$ cat src/hw/embst_pkg.sv
// Shared types and constants of the external memory bus strobe sequencer
package embst_pkg;
  localparam int EMBST_WAIT_W = 5;
  localparam logic [4:0] EMBST_RD_WAIT_RST = 5'h1f;
  localparam logic [4:0] EMBST_RD_DELAY_RST = 5'h01;
  localparam logic [4:0] EMBST_WR_WAIT_RST = 5'h1f;
  localparam logic [4:0] EMBST_WR_DELAY_RST = 5'h00;
  localparam logic [1:0] EMBST_ALE_LEN_RST = 2'h1;
  localparam logic EMBST_RATIO_HALF = 1'b0;
  localparam int EMBST_ADDR_W = 24;
  localparam int EMBST_DATA_W = 16;

  // Timing setup, held steady by software between cycles
  typedef struct packed {
    logic full_rate;
    logic mux16;
    logic [1:0] ale_len;
    logic [4:0] read_wait_count;
    logic [4:0] read_assert_delay;
    logic [4:0] write_wait_count;
    logic [4:0] write_assert_delay;
  } embst_cfg_s;

  typedef struct packed {
    logic chip_select_n;
    logic read_strobe_n;
    logic write_strobe_n;
    logic ale;
    logic [EMBST_ADDR_W-1:0] addr;
    logic [EMBST_DATA_W-1:0] wdata;
    logic data_oe_n;
  } embst_pins_s;

  typedef enum logic [2:0] {ST_IDLE, ST_ALE, ST_DLY, ST_STROBE, ST_HOLD} embst_state_e;
endpackage : embst_pkg

$ cat src/hw/embst_clkdiv.sv
// Bus clock enable divider
`timescale 1ns/1ps
module embst_clkdiv (
  input wire logic clk_sys,
  input wire logic nrst,
  input wire logic full_rate,
  output logic bclk_en,
  output logic half_en
);
  import embst_pkg::*;
  typedef struct packed {logic ph;} embst_div_s;
  embst_div_s q;
  embst_div_s next_q;

  always_comb begin
    next_q = q;
    next_q.ph = ~q.ph;
  end

  always_ff @(posedge clk_sys or negedge nrst) begin
    if (!nrst) begin
      q <= '0;
    end else begin
      q <= next_q;
    end
  end

  // Full rate: every cycle is a bus clock; half rate: every other one
  assign bclk_en = full_rate | q.ph;
  // Mid point of a bus clock, used for half-bus-clock hold
  assign half_en = full_rate | ~q.ph;
endmodule : embst_clkdiv

$ cat src/hw/embst_seq.sv
// External memory bus strobe sequencer, top level
`timescale 1ns/1ps
// Behaviour
// - The bus clock is the system clock times a ratio that resets to one half and may be set to one.
// - The read strobe lasts read wait count minus read assert delay plus one bus clocks, wait count default 1Fh.
// - The read strobe follows chip select by the read assert delay, default 1 bus clock; with mux16 the delay starts when the latch enable ends.
// - The address latch enable pulse lasts one to three bus clocks, default one.
// - Chip select rises on the same bus clock edge that ends the read strobe.
// - The write strobe lasts write wait count minus write assert delay plus one bus clocks, default 1Fh.
// - The write strobe follows chip select by the write assert delay, default 0; with mux16 the delay starts when the latch enable ends.
// - A 16-bit write to an 8-bit bus runs as two write cycles, each with its own address phase.
module embst_seq (
  input wire logic clk_sys,
  input wire logic nrst,
  input embst_pkg::embst_cfg_s cfg,
  input wire logic req,
  input wire logic req_write,
  input wire logic req_wide,
  input wire logic [embst_pkg::EMBST_ADDR_W-1:0] req_addr,
  input wire logic [embst_pkg::EMBST_DATA_W-1:0] req_wdata,
  input wire logic [embst_pkg::EMBST_DATA_W-1:0] bus_rdata,
  output logic busy,
  output logic done,
  output logic [embst_pkg::EMBST_DATA_W-1:0] rdata,
  output embst_pkg::embst_pins_s pins
);
  import embst_pkg::*;

  typedef struct packed {
    embst_state_e st;
    logic [5:0] cnt;
    logic wr;
    logic second;
    logic split;
    logic [EMBST_ADDR_W-1:0] addr;
    logic [EMBST_DATA_W-1:0] wdata;
    logic done;
    logic [EMBST_DATA_W-1:0] rdata;
    embst_pins_s pins;
  } embst_state_s;

  embst_state_s q;
  embst_state_s next_q;
  logic bclk_en;
  logic half_en;

  embst_clkdiv u_div (
    .clk_sys(clk_sys),
    .nrst(nrst),
    .full_rate(cfg.full_rate),
    .bclk_en(bclk_en),
    .half_en(half_en)
  );

  // Strobe length in bus clocks; zero or negative spans clamp to one
  function automatic logic [5:0] strobe_len(input logic [4:0] waitc, input logic [4:0] dly);
    logic [5:0] d;
    d = {1'b0, waitc} - {1'b0, dly};
    if (waitc < dly) begin
      strobe_len = 6'h01;
    end else begin
      strobe_len = d + 6'h01;
    end
  endfunction : strobe_len

  // Byte address of the current phase, bit 0 set for the upper byte
  function automatic logic [EMBST_ADDR_W-1:0] phase_addr(input logic [EMBST_ADDR_W-1:0] a, input logic hi);
    phase_addr = a | {{(EMBST_ADDR_W-1){1'b0}}, hi};
  endfunction : phase_addr

  logic [4:0] dly_sel;
  assign dly_sel = q.wr ? cfg.write_assert_delay : cfg.read_assert_delay;

  always_comb begin
    next_q = q;
    next_q.done = 1'b0;
    case (q.st)
      ST_IDLE: begin
        if (req && bclk_en) begin
          next_q.wr = req_write;
          next_q.split = req_write & req_wide & ~cfg.mux16;
          next_q.second = 1'b0;
          next_q.addr = req_addr;
          next_q.wdata = req_wdata;
          next_q.pins.addr = req_addr;
          next_q.pins.wdata = req_wdata;
          next_q.pins.data_oe_n = ~req_write;
          next_q.pins.chip_select_n = 1'b0;
          next_q.pins.ale = cfg.mux16;
          next_q.cnt = {4'h0, cfg.ale_len};
          next_q.st = cfg.mux16 ? ST_ALE : ST_DLY;
          if (!cfg.mux16) begin
            next_q.cnt = {1'b0, req_write ? cfg.write_assert_delay : cfg.read_assert_delay};
            // Zero delay: strobe falls on the same edge as chip select
            if ((req_write ? cfg.write_assert_delay : cfg.read_assert_delay) == 5'h00) begin
              next_q.st = ST_STROBE;
              next_q.pins.write_strobe_n = ~req_write;
              next_q.pins.read_strobe_n = req_write;
              if (req_write) begin
                next_q.cnt = strobe_len(cfg.write_wait_count, cfg.write_assert_delay);
              end else begin
                next_q.cnt = strobe_len(cfg.read_wait_count, cfg.read_assert_delay);
              end
            end
          end
        end
      end
      ST_ALE: begin
        if (bclk_en) begin
          if (q.cnt <= 6'h01) begin
            next_q.pins.ale = 1'b0;
            next_q.cnt = {1'b0, dly_sel};
            next_q.st = ST_DLY;
          end else begin
            next_q.cnt = q.cnt - 6'h01;
          end
        end
      end
      ST_DLY: begin
        // Delay counted from entry to this state; zero strobes on the next clock, without waiting for a bus clock
        if (q.cnt == 6'h00 || (bclk_en && q.cnt == 6'h01)) begin
          next_q.st = ST_STROBE;
          if (q.wr) begin
            next_q.pins.write_strobe_n = 1'b0;
            next_q.cnt = strobe_len(cfg.write_wait_count, cfg.write_assert_delay);
          end else begin
            next_q.pins.read_strobe_n = 1'b0;
            next_q.cnt = strobe_len(cfg.read_wait_count, cfg.read_assert_delay);
          end
        end else if (bclk_en) begin
          next_q.cnt = q.cnt - 6'h01;
        end
      end
      ST_STROBE: begin
        if (bclk_en) begin
          if (q.cnt <= 6'h01) begin
            if (q.wr) begin
              next_q.pins.write_strobe_n = 1'b1;
              next_q.st = ST_HOLD;
            end else begin
              // Data sampled while strobe still low
              next_q.rdata = bus_rdata;
              next_q.pins.read_strobe_n = 1'b1;
              next_q.pins.chip_select_n = 1'b1;
              next_q.done = 1'b1;
              next_q.st = ST_IDLE;
            end
          end else begin
            next_q.cnt = q.cnt - 6'h01;
          end
        end
      end
      ST_HOLD: begin
        if (half_en && !bclk_en || cfg.full_rate) begin
          next_q.pins.chip_select_n = 1'b1;
          next_q.pins.data_oe_n = 1'b1;
          if (q.split && !q.second) begin
            next_q.second = 1'b1;
            next_q.st = ST_IDLE;
            // Continue with upper byte from the delay state, chip select held low
            next_q.pins.chip_select_n = 1'b0;
            next_q.pins.data_oe_n = 1'b0;
            next_q.pins.addr = phase_addr(q.addr, 1'b1);
            next_q.pins.wdata = {8'h00, q.wdata[EMBST_DATA_W-1:8]};
            next_q.cnt = {1'b0, cfg.write_assert_delay};
            next_q.st = ST_DLY;
          end else begin
            next_q.done = 1'b1;
            next_q.st = ST_IDLE;
          end
        end
      end
      default: begin
        next_q.st = ST_IDLE;
      end
    endcase
  end

  always_ff @(posedge clk_sys or negedge nrst) begin
    if (!nrst) begin
      q.st <= ST_IDLE;
      q.cnt <= '0;
      q.wr <= 1'b0;
      q.second <= 1'b0;
      q.split <= 1'b0;
      q.addr <= '0;
      q.wdata <= '0;
      q.done <= 1'b0;
      q.rdata <= '0;
      q.pins <= '{chip_select_n: 1'b1, read_strobe_n: 1'b1, write_strobe_n: 1'b1, ale: 1'b0,
                  addr: '0, wdata: '0, data_oe_n: 1'b1};
    end else begin
      q <= next_q;
    end
  end

  assign busy = (q.st != ST_IDLE);
  assign done = q.done;
  assign rdata = q.rdata;
  assign pins = q.pins;

  // ==========================================================
  // Checks
  property p_cs_with_rd;
    @(posedge clk_sys) disable iff (!nrst)
    $rose(pins.read_strobe_n) |-> $rose(pins.chip_select_n);
  endproperty
  a_cs_with_rd: assert property (p_cs_with_rd) else $error("chip select not released with read strobe");

  property p_rd_under_cs;
    @(posedge clk_sys) disable iff (!nrst)
    !pins.read_strobe_n |-> !pins.chip_select_n;
  endproperty
  a_rd_under_cs: assert property (p_rd_under_cs) else $error("read strobe outside chip select");

  property p_wr_hold;
    @(posedge clk_sys) disable iff (!nrst)
    $rose(pins.write_strobe_n) |-> !pins.chip_select_n;
  endproperty
  a_wr_hold: assert property (p_wr_hold) else $error("no hold after write strobe");

  property p_wr_delay0;
    @(posedge clk_sys) disable iff (!nrst)
    ($fell(pins.chip_select_n) && q.wr && cfg.write_assert_delay == 5'h00 && !cfg.mux16)
      |-> !pins.write_strobe_n;
  endproperty
  a_wr_delay0: assert property (p_wr_delay0) else $error("write strobe late with zero delay");

  property p_ale_in_cs;
    @(posedge clk_sys) disable iff (!nrst)
    pins.ale |-> (!pins.chip_select_n && pins.read_strobe_n && pins.write_strobe_n);
  endproperty
  a_ale_in_cs: assert property (p_ale_in_cs) else $error("latch enable overlaps strobe");

  property p_strobes_excl;
    @(posedge clk_sys) disable iff (!nrst)
    !(~pins.read_strobe_n & ~pins.write_strobe_n);
  endproperty
  a_strobes_excl: assert property (p_strobes_excl) else $error("both strobes active");

  property p_wr_len_min;
    @(posedge clk_sys) disable iff (!nrst)
    ($fell(pins.write_strobe_n) && !cfg.full_rate) |=> !pins.write_strobe_n;
  endproperty
  a_wr_len_min: assert property (p_wr_len_min) else $error("write strobe shorter than two cycles");

  property p_split_two;
    @(posedge clk_sys) disable iff (!nrst)
    (q.st == ST_HOLD && q.split && !q.second && next_q.st != ST_HOLD) |=> (q.st == ST_DLY && q.second);
  endproperty
  a_split_two: assert property (p_split_two) else $error("second byte cycle missing");
endmodule : embst_seq

$ cat config.mk
export PLATFORM = sky130hd
export DESIGN_NAME = embst_seq
export DESIGN_NICKNAME = d
export VERILOG_FILES = /design/src/hw/embst_pkg.sv /design/src/hw/embst_clkdiv.sv /design/src/hw/embst_seq.sv
export SDC_FILE = /design/constraint.sdc
export NUM_CORES = 1
export LEC_CHECK = 0
export ABC_CLOCK_PERIOD_IN_PS = 2750
export BUFFER_PORTS_ARGS = -buffer_cell sky130_fd_sc_hd__buf_2
export CAP_MARGIN = 15
export CORE_MARGIN = 2
export CORE_UTILIZATION = 39
export CTS_CLUSTER_DIAMETER = 150
export DETAILED_ROUTE_END_ITERATION = 8
export GPL_TIMING_DRIVEN = 0
export PLACE_DENSITY_LB_ADDON = 0.08
export RECOVER_POWER = 50
export SLEW_MARGIN = 20
export SYNTH_ARGS = -nofsm -noshare
export SYNTH_HDL_FRONTEND = slang
export SYNTH_SLANG_ARGS = --single-unit
$ cat constraint.sdc
create_clock -name clk_sys -period 2.75 [get_ports clk_sys]
set_clock_uncertainty 0.1 [all_clocks]
set_input_delay 0.275 -clock clk_sys [delete_from_list [all_inputs] [get_ports clk_sys]]
set_output_delay 0.275 -clock clk_sys [all_outputs]
set_load 0.005 [all_outputs]
# [Word-level counts from Yosys, hierarchy flattened]
# Cells that the tools add are included.
[word_totals] inputBits=85 ff_bits=115 output_inout_bits=63 elab_cells=131
[op_classes] n_eq_ne=21 add_sub_neg=5 muxes=50 reduce_logical=27 bitwise_logic=8 n_lt_le_gt_ge=3
[op_table] cell="$mux W41" count=2
[op_table] cell="$pmux W41 S2" count=1
[op_table] cell="$mux W6" count=9
[op_table] cell="$mux W52" count=1
[op_table] cell="$mux W45" count=1
[op_table] cell="$mux W20" count=2
[op_table] cell="$ne A2 B2 Y1 const B" count=15
[op_table] cell="$pmux W6 S5" count=1
[op_table] cell="$mux W9" count=3
[op_table] cell="$mux W19" count=1
[op_table] cell="$reduce_and A9 Y1" count=2
[op_table] cell="$mux W8" count=2
[op_table] cell="$pmux W3 S5" count=1
[op_table] cell="$add A6 B1 Y6 const B" count=2
[op_table] cell="$mux W3" count=4
[op_table] cell="$reduce_and A4 Y1" count=3
[op_table] cell="$sub A5 B5 Y6" count=2
[op_table] cell="$lt A5 B5 Y1" count=2
[op_table] cell="$mux W1" count=10
[op_table] cell="$mux W2" count=5
[op_table] cell="$mux W5" count=2
[op_table] cell="$reduce_bool A3 Y1" count=3
[op_table] cell="$reduce_and A8 Y1" count=1
[op_table] cell="$reduce_and A7 Y1" count=1
[op_table] cell="24 further kinds" count=38

# [Logic depth before layout (Yosys ltp)]
# Gate-level depths: netlist (run 1).
[depth] word_depth=8 ltp_mapped=12 depth_no_buf=12

# [By module]
# A second synthesis (run 1) with hierarchy kept.
[hier_totals] hier_cells=696 hier_area_um2=6269.8
[by_module_without_submodules] mod="embst_seq" n_inst=1 cells_per_inst=692 seq_area_each_um2=2632.5 area_per_inst_um2=6228.5
[by_module_without_submodules] mod="embst_clkdiv" n_inst=1 cells_per_inst=4 seq_area_each_um2=25.0 area_per_inst_um2=41.3

# [Worst setup path before layout (run 1)]
# OpenSTA, ideal clock, no wires.
[synth_timing] path_type="register to register" startpoint="register q[105] (netlist bit)" endpoint="register, netlist name pins[42]" required_time_ns=2.568 setup_slack_ns=0.467 synth_period_minus_slack_ns=2.283 path_stages_with_launch=10 arrival_ns=2.100 setup_ns=0.082 n_path_buf=0 path_cell_list="dfrtp_1 -> inv_1 -> ha_1 -> nor2_4 -> nor2_4 -> o31a_1 -> or3_4 -> nor2_4 -> a31oi_2 -> mux2_4"
[synth_between] elab_chain_len=5 word_cells_on_any_way=8 classes_between="order compare (1); eq/ne (3); reduce/logical (4)"
[synth_lines] element="start, declared" line="embst_seq.sv:42" rtl="embst_state_s q;"
[synth_lines] element="start signal, assigned" line="embst_seq.sv:193" rtl="q <= next_q;"
[synth_lines] element="branches (longest 4 deep; another with $le A6 B1 Y1)"
[synth_lines] element="$reduce_and A9 Y1 (no line) *"
# Mark *: on every way between the ends.
# A chain may end at the register's enable or synchronous reset.

# [Worst setup path after layout (run 1)]
[layout_timing] startpoint="register q[105] (netlist bit)" endpoint="register, netlist name pins[42]"
[layout_between] elab_chain_len=5 word_cells_on_any_way=8 classes_between="order compare (1); eq/ne (3); reduce/logical (4)"
[layout_lines] element="branches (longest 4 deep; another with $le A6 B1 Y1)"
[layout_lines] element="$reduce_and A9 Y1 (no line) *"
# Marks and branches as above.

==> flow_summary.json, run 1 <==
{
  "status": "completed",
  "ant_nets": 0,
  "power.leakage_nw": 3.667,
  "clk_transition_reported_paths_ps": 70,
  "start_kind": "register",
  "fin_nets": 955,
  "htree_levels": 3,
  "hold_start": "req_addr[17]",
  "cts_tree": "built",
  "antenna_cells": 0,
  "die_area_um2": 16610,
  "rsz0062_at_grt": "no",
  "maxCapViolCount": 0,
  "yosysWarnings": 0,
  "path_common_cell": "nor2_4",
  "die_w_um": 128.9,
  "grt_pass1_wl_mm": 26.65,
  "ys_ff_latch": 106,
  "portBuffers": 146,
  "grt_usage": 0.2054,
  "hold_path_class": "input pin to register",
  "worstSetupPathType": "register to register",
  "async_flop_share": 1.000,
  "multi_input_area_um2": 2745,
  "clk_latency_ps": 340,
  "cp_slowest_cell": "dfrtp_1",
  "die_h_um": 128.9,
  "firstDrtPassIters": 4,
  "routed_wirelength_mm": 16.72,
  "antenna_found_initial": 0,
  "netlist.top_cell.by_area": "dfrtp_1",
  "place_inst": 1020,
  "gp_congestion": 0.9045,
  "clock_path_buffers": 2,
  "yosysSeqAreaShare": 0.4369,
  "synth_area_per_cell_um2": 8.881,
  "reg2regPathDepth": 9,
  "final_layout_size_suffix_gt1_frac": 0.2889,
  "timing.rr.end": "pins[42]",
  "critPathRequiredTime_ps": 2920,
  "cts_made_buffers": 9,
  "syn_inst": 685,
  "post_cts_buffers": 0,
  "worstPathCellList": "inv_1 -> ha_1 -> nor2_4 -> nor2_4 -> o31a_1 -> or3_4 -> nor2_4 -> a31oi_2 -> mux2_4",
  "crit_path_end_kind": "register",
  "synth_nets": 797,
  "crit_family": "simple AND/OR/NAND/NOR gates",
  "synth_cell_types": 63,
  "crit_path_max_incr_delay_ps": 490,
  "regToRegSetupSlack_ps": 160,
  "grt_max_degree": 65,
  "synth_edf_count": 0,
  "period_minus_slack_ps": 2593,
  "critPathArrivalTime_ps": 2760,
  "via_count": 5350,
  "cp_num_cells": 9,
  "pre_cts_slack_ps": 43.00,
  "wire_per_inst_um": 16.14,
  "worst-path-max-fanout": 6,
  "boundaryPins": 148,
  "crit_buf_inv": 1,
  "final_max_slew_viol_count": 0,
  "final_hold_viol_count": 0,
  "vdd_drop_max_mv": 0.3897,
  "area_growth_pct": 21.18,
  "clock-sinks": 106,
  "crit_start": "q[105]",
  "initial_core_util": 0.4002,
  "core_area_um2": 15200,
  "cts-root-buf": "clkbuf_16",
  "maxSlewHeadroom": 0.2865,
  "place_hpwl_mm": 12.86,
  "fmax_mhz": 385.6,
  "ff_latch_area_um2": 2658,
  "synth_ff_type": "dfrtp_1",
  "n_fill_cell": 1515,
  "fin_crit_sh": 0.9430,
  "synthTopCellsByArea": "dfrtp_1 (42%), nand2_1 (8.1%), buf_4 (7.8%), ha_1 (5.1%), a21oi_1 (4.6%)",
  "gr-total-overflow": 0,
  "synth_top_area_frac": 0.4196,
  "r2r_start": "q[105]",
  "finalSetupViolations": 0,
  "tns_ps": 0,
  "worst_slack_ps": 156.8,
  "max_slew.worst_pin.slew_ps": 1070,
  "power.density_nw_per_um2": 1029,
  "worstSetupEndpoint": "pins[42]",
  "grt_pass1_vias": 5253,
  "drt-initial-drc-count": 249,
  "viasPerCell": 5.164,
  "synth.cell_area_um2": 6083,
  "layout.cells.non_filler": 1036,
  "rows": 45,
  "drc_errors": 0
}
[placed cells by master, fill, tap and decap left out, types with 3 or more instances in the layout]
cell / instances
clkbuf_16: 9
clkbuf_1: 26
nor2_4: 3
xnor2_1: 9
a32oi_1: 3
nand2_1: 131
nor2_1: 59
mux2i_1: 3
nor2b_1: 5
o22ai_1: 36
o21ai_1: 11
nand3_1: 7
a21oi_1: 56
o21ai_0: 13
nor3_1: 10
mux2_1: 16
and2_1: 3
or3_1: 3
a22o_1: 5
buf_4: 37
buf_2: 147
clkbuf_4: 27
ha_1: 25
nand2b_1: 4
o211ai_1: 3
a31oi_1: 4
inv_1: 26
dfrtp_1: 102
dfstp_2: 4
o221ai_1: 4
[registers in the layout, summed over array words and instances (netlist names)]
signal and cells:
rdata 16, pins 45, u_div.q 1, done 1
q 43
[final cells by class]
cell class	instances	area share
multi-input combinational	460	0.3724
clock buffer	11	0.03293
timing repair buffer	148	0.1008
clock inverter	5	0.008147
buffer	92	0.08011
sequential	106	0.3605
inverter	26	0.01324
tap	188	0.03191
[power by group]
part | total (mW) | switching [mW] | internal [mW]
Combinational | 3.49 | 1.73 | 1.75
Clock | 1.32 | 0.581 | 0.737
Sequential | 2.78 | 0.453 | 2.32
[timing repair]
| action | 4_1_cts | 5_1_grt |
|---|---|---|
| endpoints found under the setup margin | 0 | 6 |
| resized for setup | 0 | 4 |
| hold endpoints to repair | 40 | 0 |
| hold buffers | 1 | 0 |
[tightest hold or removal path: stages]
cell,delay [ps]
buf_2,90
nand2_1,40
nand2_1,40
[layer usage]
layer / GRT usage / wire, um
met1: 0.2829 / 7806
met5: 0 / 0
met2: 0.3203 / 7489
met4: 0.06969 / 352
met3: 0.04699 / 1073
[Yosys cell counts, types with 12 or more instances]
library cell,count
a21oi_1,56
clkbuf_1,23
o22ai_1,36
dfrtp_1,102
ha_1,25
o21ai_0,13
inv_1,26
o21ai_1,12
mux2_1,16
nor2_1,59
nand2_1,131
buf_4,63
[cells by family after synthesis]
group | share of synthesized area
flops | 0.4369
xor+xnor | 0.01584
simple gates | 0.1717
fa+ha+maj | 0.06129
buf+inv | 0.1135
mux | 0.03702
compound gates | 0.1637
[worst min-delay path by stage]
stage	cells after the start	end	slack (ps)
floorplan	0	done	-120
finish	3	q[95]	30
global route	3	q[96]	30
CTS	3	q[95]	10
detailed placement	1	rdata[11]	130
global placement	2	q[89]	360
[per-stage QoR]
step                instance area (um^2)  utilization  total power, mW  hold slack, ps
floorplan                           6083            -            5.141          -120.6
global placement                    7049       0.4637            6.240           358.4
detailed placement                  7083       0.4659            6.320           125.9
CTS                                 7396       0.4865            7.674           11.72
global route                        7372       0.4849            8.204           26.12
finish                              7372       0.4849            7.582           27.37
Note: power is estimated with default switching activity, not from simulation.
==> inputs of run 2 (changes only) <==
--- a/config.mk
+++ b/config.mk
@@ -14,8 +14,7 @@
 export DETAILED_ROUTE_END_ITERATION = 8
 export GPL_TIMING_DRIVEN = 0
 export PLACE_DENSITY_LB_ADDON = 0.08
-export RECOVER_POWER = 50
-export SLEW_MARGIN = 20
+export RECOVER_POWER = 100
 export SYNTH_ARGS = -nofsm -noshare
 export SYNTH_HDL_FRONTEND = slang
 export SYNTH_SLANG_ARGS = --single-unit
==> run 2 against run 1 <==
Compared with the run above: utilization down 0.12 points; worst setup slack worse by 53 ps; sequential power about the same; sequential share of layout area up 0.092 points; power down 0.65%; combinational power down 1%; critical endpoint unchanged; die area unchanged.
==> flow_summary.json, run 2 (synthesis gave the netlist of run 1 again) <==
{
  "status": "completed",
  "drc_errors": 0,
  "grt_max_degree": 65,
  "rows": 45,
  "core_area_um2": 15200,
  "routed_wirelength_mm": 16.72,
  "grt_pass1_vias": 5246,
  "clock_path_buffers": 2,
  "cts_made_buffers": 9,
  "portBuffers": 146,
  "power.density_nw_per_um2": 1024,
  "htree_levels": 3,
  "clock-sinks": 106,
  "largest_reg_flops": 45,
  "area_growth_pct": 20.88,
  "boundaryPins": 148,
  "ant_nets": 0,
  "worstPathCellList": "inv_1 -> ha_1 -> nor2_4 -> nor2_4 -> o31a_1 -> or3_4 -> nor2_2 -> a31oi_2 -> mux2_4",
  "hold_path_class": "input pin to register",
  "clk_latency_ps": 340,
  "firstDrtPassIters": 4,
  "placed_cell_area_um2": 7079,
  "wire_per_inst_um": 16.14,
  "regToRegSetupSlack_ps": 100,
  "rsz0062_at_grt": "no",
  "grt_pass1_wl_mm": 26.64,
  "top_register": "pins",
  "initial_core_util": 0.4002,
  "multi_input_area_um2": 2736,
  "worstSetupPathType": "register to register",
  "crit_buf_inv": 1,
  "max_slew.worst_pin.slew_ps": 1070,
  "cts-root-buf": "clkbuf_16",
  "antenna_found_initial": 0,
  "via_count": 5339,
  "n_fill_cell": 1522,
  "die_w_um": 128.9,
  "final_max_slew_viol_count": 0,
  "cts_tree": "built",
  "crit_family": "simple AND/OR/NAND/NOR gates",
  "fmax_mhz": 377.9,
  "critPathRequiredTime_ps": 2920,
  "ff_latch_area_um2": 2658,
  "viasPerCell": 5.153,
  "maxSlewHeadroom": 0.2864,
  "critPathArrivalTime_ps": 2820,
  "final_layout_size_suffix_gt1_frac": 0.2748,
  "gr-total-overflow": 0,
  "maxCapViolCount": 0,
  "fin_crit_sh": 0.9622,
  "reg_top3": "pins (45), q (43), rdata (16)",
  "grt_usage": 0.2052,
  "start_kind": "register",
  "place_hpwl_mm": 12.86,
  "fin_area_um2": 7353,
  "vdd_drop_max_mv": 0.3872,
  "final_hold_viol_count": 0,
  "drt-initial-drc-count": 254,
  "die_area_um2": 16610,
  "fin_nets": 955,
  "crit_path_max_incr_delay_ps": 490,
  "antenna_cells": 0,
  "finalSetupViolations": 0,
  "clk_transition_reported_paths_ps": 70,
  "tns_ps": 0,
  "mostFrequentLayoutCells": "buf_2 (136), nand2_1 (131), dfrtp_1 (102)",
  "worst-path-max-fanout": 6,
  "worst_slack_ps": 103.8,
  "cp_slowest_cell": "dfrtp_1",
  "gp_congestion": 0.9045,
  "path_common_cell": "nor2_4",
  "crit_path_end_kind": "register",
  "final_common_cell": "buf_2",
  "period_minus_slack_ps": 2646,
  "die_h_um": 128.9,
  "power.leakage_nw": 3.636,
  "pre_cts_slack_ps": 43.00
}
-- run 2: changes by cell type in the layout (fill, tap and decap cells not counted), sizes merged --
cell and delta:
clkbuf +33, buf -33
-- run 2: worst reg2reg max path, stage by stage, from the launching register on --
cell,delay [ps]
dfrtp_1,490
inv_1,100
ha_1,310
nor2_4,180
nor2_4,60
o31a_1,300
or3_4,440
nor2_2,220
a31oi_2,70
mux2_4,300
-- run 2: layout make-up --
class / instances / area share
multi-input combinational: 460 / 0.3721
sequential: 106 / 0.3614
timing repair buffer: 148 / 0.09971
buffer: 92 / 0.08031
clock buffer: 11 / 0.03301
tap: 188 / 0.03199
inverter: 26 / 0.01327
clock inverter: 5 / 0.008167
-- run 2: path summary, 6_finish.rpt --
path / cells after the start / endpoint / startpoint
max in group asynchronous: 3 / pins[27] / nrst
min reg2reg: 2 / q[100] / q[100]
max reg2reg: 9 / pins[42] / q[105]
min: 3 / q[95] / req_addr[17]
max: 9 / pins[42] / q[105]
min in group asynchronous: 2 / rdata[11] / nrst
-- run 2: through the flow --
step                      hold WS [ps]  std cells  utilization  total power [mW]
after floorplan                 -120.6        685            -             5.141
after global placement           358.4       1019       0.4637             6.240
after detailed placement         214.8       1020       0.4657             6.319
after CTS                        11.72       1037       0.4863             7.673
after global routing             26.12       1036       0.4837             8.160
final                            29.97       1036       0.4837             7.533
-- run 2: metal layers --
metal / up-vias / track usage / share of wire
li1: 2616 / - / -
met1: 2528 / 0.2824 / 0.47
met2: 173 / 0.3203 / 0.45
met3: 22 / 0.04699 / 0.060
met4: 0 / 0.06969 / 0.020
met5: - / 0 / 0
-- run 2: power breakdown --
part | switching, mW | internal, mW | total [mW]
clock network | 0.577 | 0.737 | 1.31
logic | 1.73 | 1.72 | 3.45
registers | 0.450 | 2.32 | 2.77
total | 2.76 | 4.77 | 7.53
-- run 2: what timing repair did --
action                                 in CTS  in global routing
endpoints found under the hold margin      40                  0
setup endpoints to repair                   0                  6
gates resized for setup                     0                  4
setup buffers                               0                  0
hold buffers                                1                  0
==> inputs of run 3 (changes only) <==
--- a/config.mk
+++ b/config.mk
@@ -8,6 +8,7 @@
 export ABC_CLOCK_PERIOD_IN_PS = 2750
 export BUFFER_PORTS_ARGS = -buffer_cell sky130_fd_sc_hd__buf_2
 export CAP_MARGIN = 15
+export CORE_ASPECT_RATIO = 0.5
 export CORE_MARGIN = 2
 export CORE_UTILIZATION = 39
 export CTS_CLUSTER_DIAMETER = 150
@@ -15,6 +16,7 @@
 export GPL_TIMING_DRIVEN = 0
 export PLACE_DENSITY_LB_ADDON = 0.08
 export RECOVER_POWER = 100
+export SLEW_MARGIN = 20
 export SYNTH_ARGS = -nofsm -noshare
 export SYNTH_HDL_FRONTEND = slang
 export SYNTH_SLANG_ARGS = --single-unit
==> run 3 against run 2 <==
Compared with the run above: the run now ends with max-capacitance violations, max-slew violations left; sequential cell count did not move; register-to-register slack improved by 50 ps; worst hold slack improved by 2.7 ps; clock power fell by 3%; first-iteration DRC count rose by 43%; die area rose by 0.36%; critical path depth did not move; sequential power barely moved; largest cell class unchanged.
==> flow_summary.json, run 3 (synthesis gave the netlist of run 1 again) <==
{
  "portBuffers": 146,
  "crit_path_end_kind": "register",
  "gr-total-overflow": 0,
  "clk_transition_reported_paths_ps": 80,
  "wire_per_inst_um": 15.05,
  "final_hold_viol_count": 0,
  "core_area_um2": 15330,
  "timing.rr.end": "pins[42]",
  "critPathArrivalTime_ps": 2770,
  "grt_max_degree": 73,
  "grtUsageMet2": 0.3159,
  "clk_latency_ps": 340,
  "grt_busiest_layer": "met2",
  "pre_cts_slack_ps": -8.167,
  "area_growth_pct": 21.12,
  "grt_pass1_wl_mm": 26.03,
  "die_h_um": 92.32,
  "maxCapViolCount": 1,
  "violations": "max-capacitance violations, max-slew violations",
  "pwr-share-clk": 0.172,
  "n_fill_cell": 1555,
  "cts-root-buf": "clkbuf_16",
  "finalSetupViolations": 0,
  "antenna_cells": 0,
  "reg_top3": "pins (45), q (43), rdata (16)",
  "power.leakage_nw": 3.633,
  "regToRegSetupSlack_ps": 150,
  "power_frac_comb": 0.456,
  "fin_area_um2": 7368,
  "p_switching_mw": 2.735,
  "hold_depth": 3,
  "antenna_found_initial": 0,
  "cts_tree": "built",
  "die_area_um2": 16670,
  "clock_path_buffers": 2,
  "maxSlewHeadroom": -0.1491,
  "mostFrequentLayoutCells": "buf_2 (139), nand2_1 (131), dfrtp_1 (102)",
  "final_layout_size_suffix_gt1_frac": 0.2689,
  "p_seq_frac": 0.372,
  "power.density_nw_per_um2": 1004,
  "post_cts_buffers": 0,
  "reg2regPathDepth": 9,
  "met3_usage": 0.03854,
  "placed_cell_area_um2": 7103,
  "die_w_um": 180.6,
  "grt_pass1_vias": 5182,
  "ant_nets": 0,
  "largest_reg_flops": 45,
  "firstDrtPassIters": 4,
  "drt-initial-drc-count": 362,
  "status": "complete, but fails checks",
  "final_max_slew_viol_count": 35,
  "final_common_cell": "buf_2",
  "worst_slack_ps": 152.7,
  "htree_levels": 3,
  "worstSetupPathType": "register to register",
  "gp_congestion": 0.9176,
  "multi_input_area_um2": 2724,
  "drc_errors": 0,
  "fmax_mhz": 385.0,
  "top_register": "pins",
  "boundaryPins": 148,
  "r2r_start": "q[105]",
  "crit_start": "q[105]",
  "ff_latch_area_um2": 2658,
  "power_mw": 7.397,
  "start_kind": "register",
  "clock-sinks": 106,
  "worst-path-max-fanout": 6,
  "fin_nets": 955,
  "rsz0062_at_grt": "no",
  "rows": 32,
  "utilization": 0.4805,
  "p_int_mw": 4.662,
  "fin_crit_sh": 0.9445,
  "period_minus_slack_ps": 2597,
  "globalRouteMet1Util": 0.2703,
  "viasPerCell": 4.972,
  "initial_core_util": 0.3967,
  "fin_hold_ws_ps": 32.71,
  "switching_share": 0.3697,
  "critPathRequiredTime_ps": 2920,
  "hold_path_class": "input pin to register",
  "cts_made_buffers": 9,
  "hold_start": "req_wdata[15]",
  "grt_usage": 0.1943,
  "vdd_drop_max_mv": 0.3368,
  "max_slew.worst_pin.slew_ps": 1724,
  "min_to": "q[77]",
  "place_hpwl_mm": 11.99,
  "routed_wirelength_mm": 15.83,
  "via_count": 5231
}
[run 3: cell types whose count changed in the layout (fill, tap and decap cells not counted), moves of 2 or more]
cell / previous run / this run
clkbuf_2: 5 / 0
inv_6: 2 / 4
o21ai_1: 10 / 8
buf_2: 136 / 139
o21ai_0: 14 / 17
buf_4: 15 / 13
[run 3: timing repair]
item / 4_1_cts / 5_1_grt
endpoints found under the hold margin: 32 / 0
setup endpoints to repair: 0 / 29
hold buffers: 1 / 0
gates resized for setup: 0 / 2
[run 3: how the worst max path moves through the flow]
stage | to | slack, ps | cells after the start
final | pins[42] | 150 | 9
after CTS | pins[37] | 140 | 7
after floorplan | pins[42] | 470 | 9
after global routing | pins[42] | 40 | 9
after detailed placement | q[109] | -8 | 11
after global placement | pins[24] | -40 | 1
[run 3: area by class of cell]
type	count	area share
clock buffers	10	0.03107
well taps	204	0.03464
flip-flops and latches	106	0.3607
repair buffers	148	0.1027
inverters	26	0.01325
clock inverters	6	0.007981
multi-input cells	460	0.3697
plain buffers	92	0.07998
[run 3: power by group through the flow]
stage          sequential (mW)  combinational (mW)  clock, mW
6_report                  2.76                3.37       1.27
2_1_floorplan             2.67                2.47          0
3_5_place_dp              2.80                3.47          0
5_1_grt                   2.86                3.81       1.37
4_1_cts                   2.77                3.49       1.31
3_3_place_gp              2.77                3.42          0
[run 3: worst max-delay path, cell delays in order, from the launching register on]
cell	delay, ps
dfrtp_1	440
inv_1	90
ha_1	280
nor2_4	160
nor2_4	60
o31a_1	290
or3_1	530
nor2_4	180
a31oi_1	80
mux2_4	320
[run 3: metal layers]
| metal | up-vias | share of wire |
|---|---|---|
| met5 | - | 0 |
| li1 | 2608 | - |
| met2 | 153 | 0.45 |
| met3 | 12 | 0.061 |
| met4 | 0 | 0.0097 |
| met1 | 2458 | 0.47 |
[run 3: through the flow]
step                instances  setup TNS (ps)
floorplan                 685               0
global placement         1035           -2510
detailed placement       1036          -8.167
CTS                      1053               0
global route             1052               0
finish                   1052               0
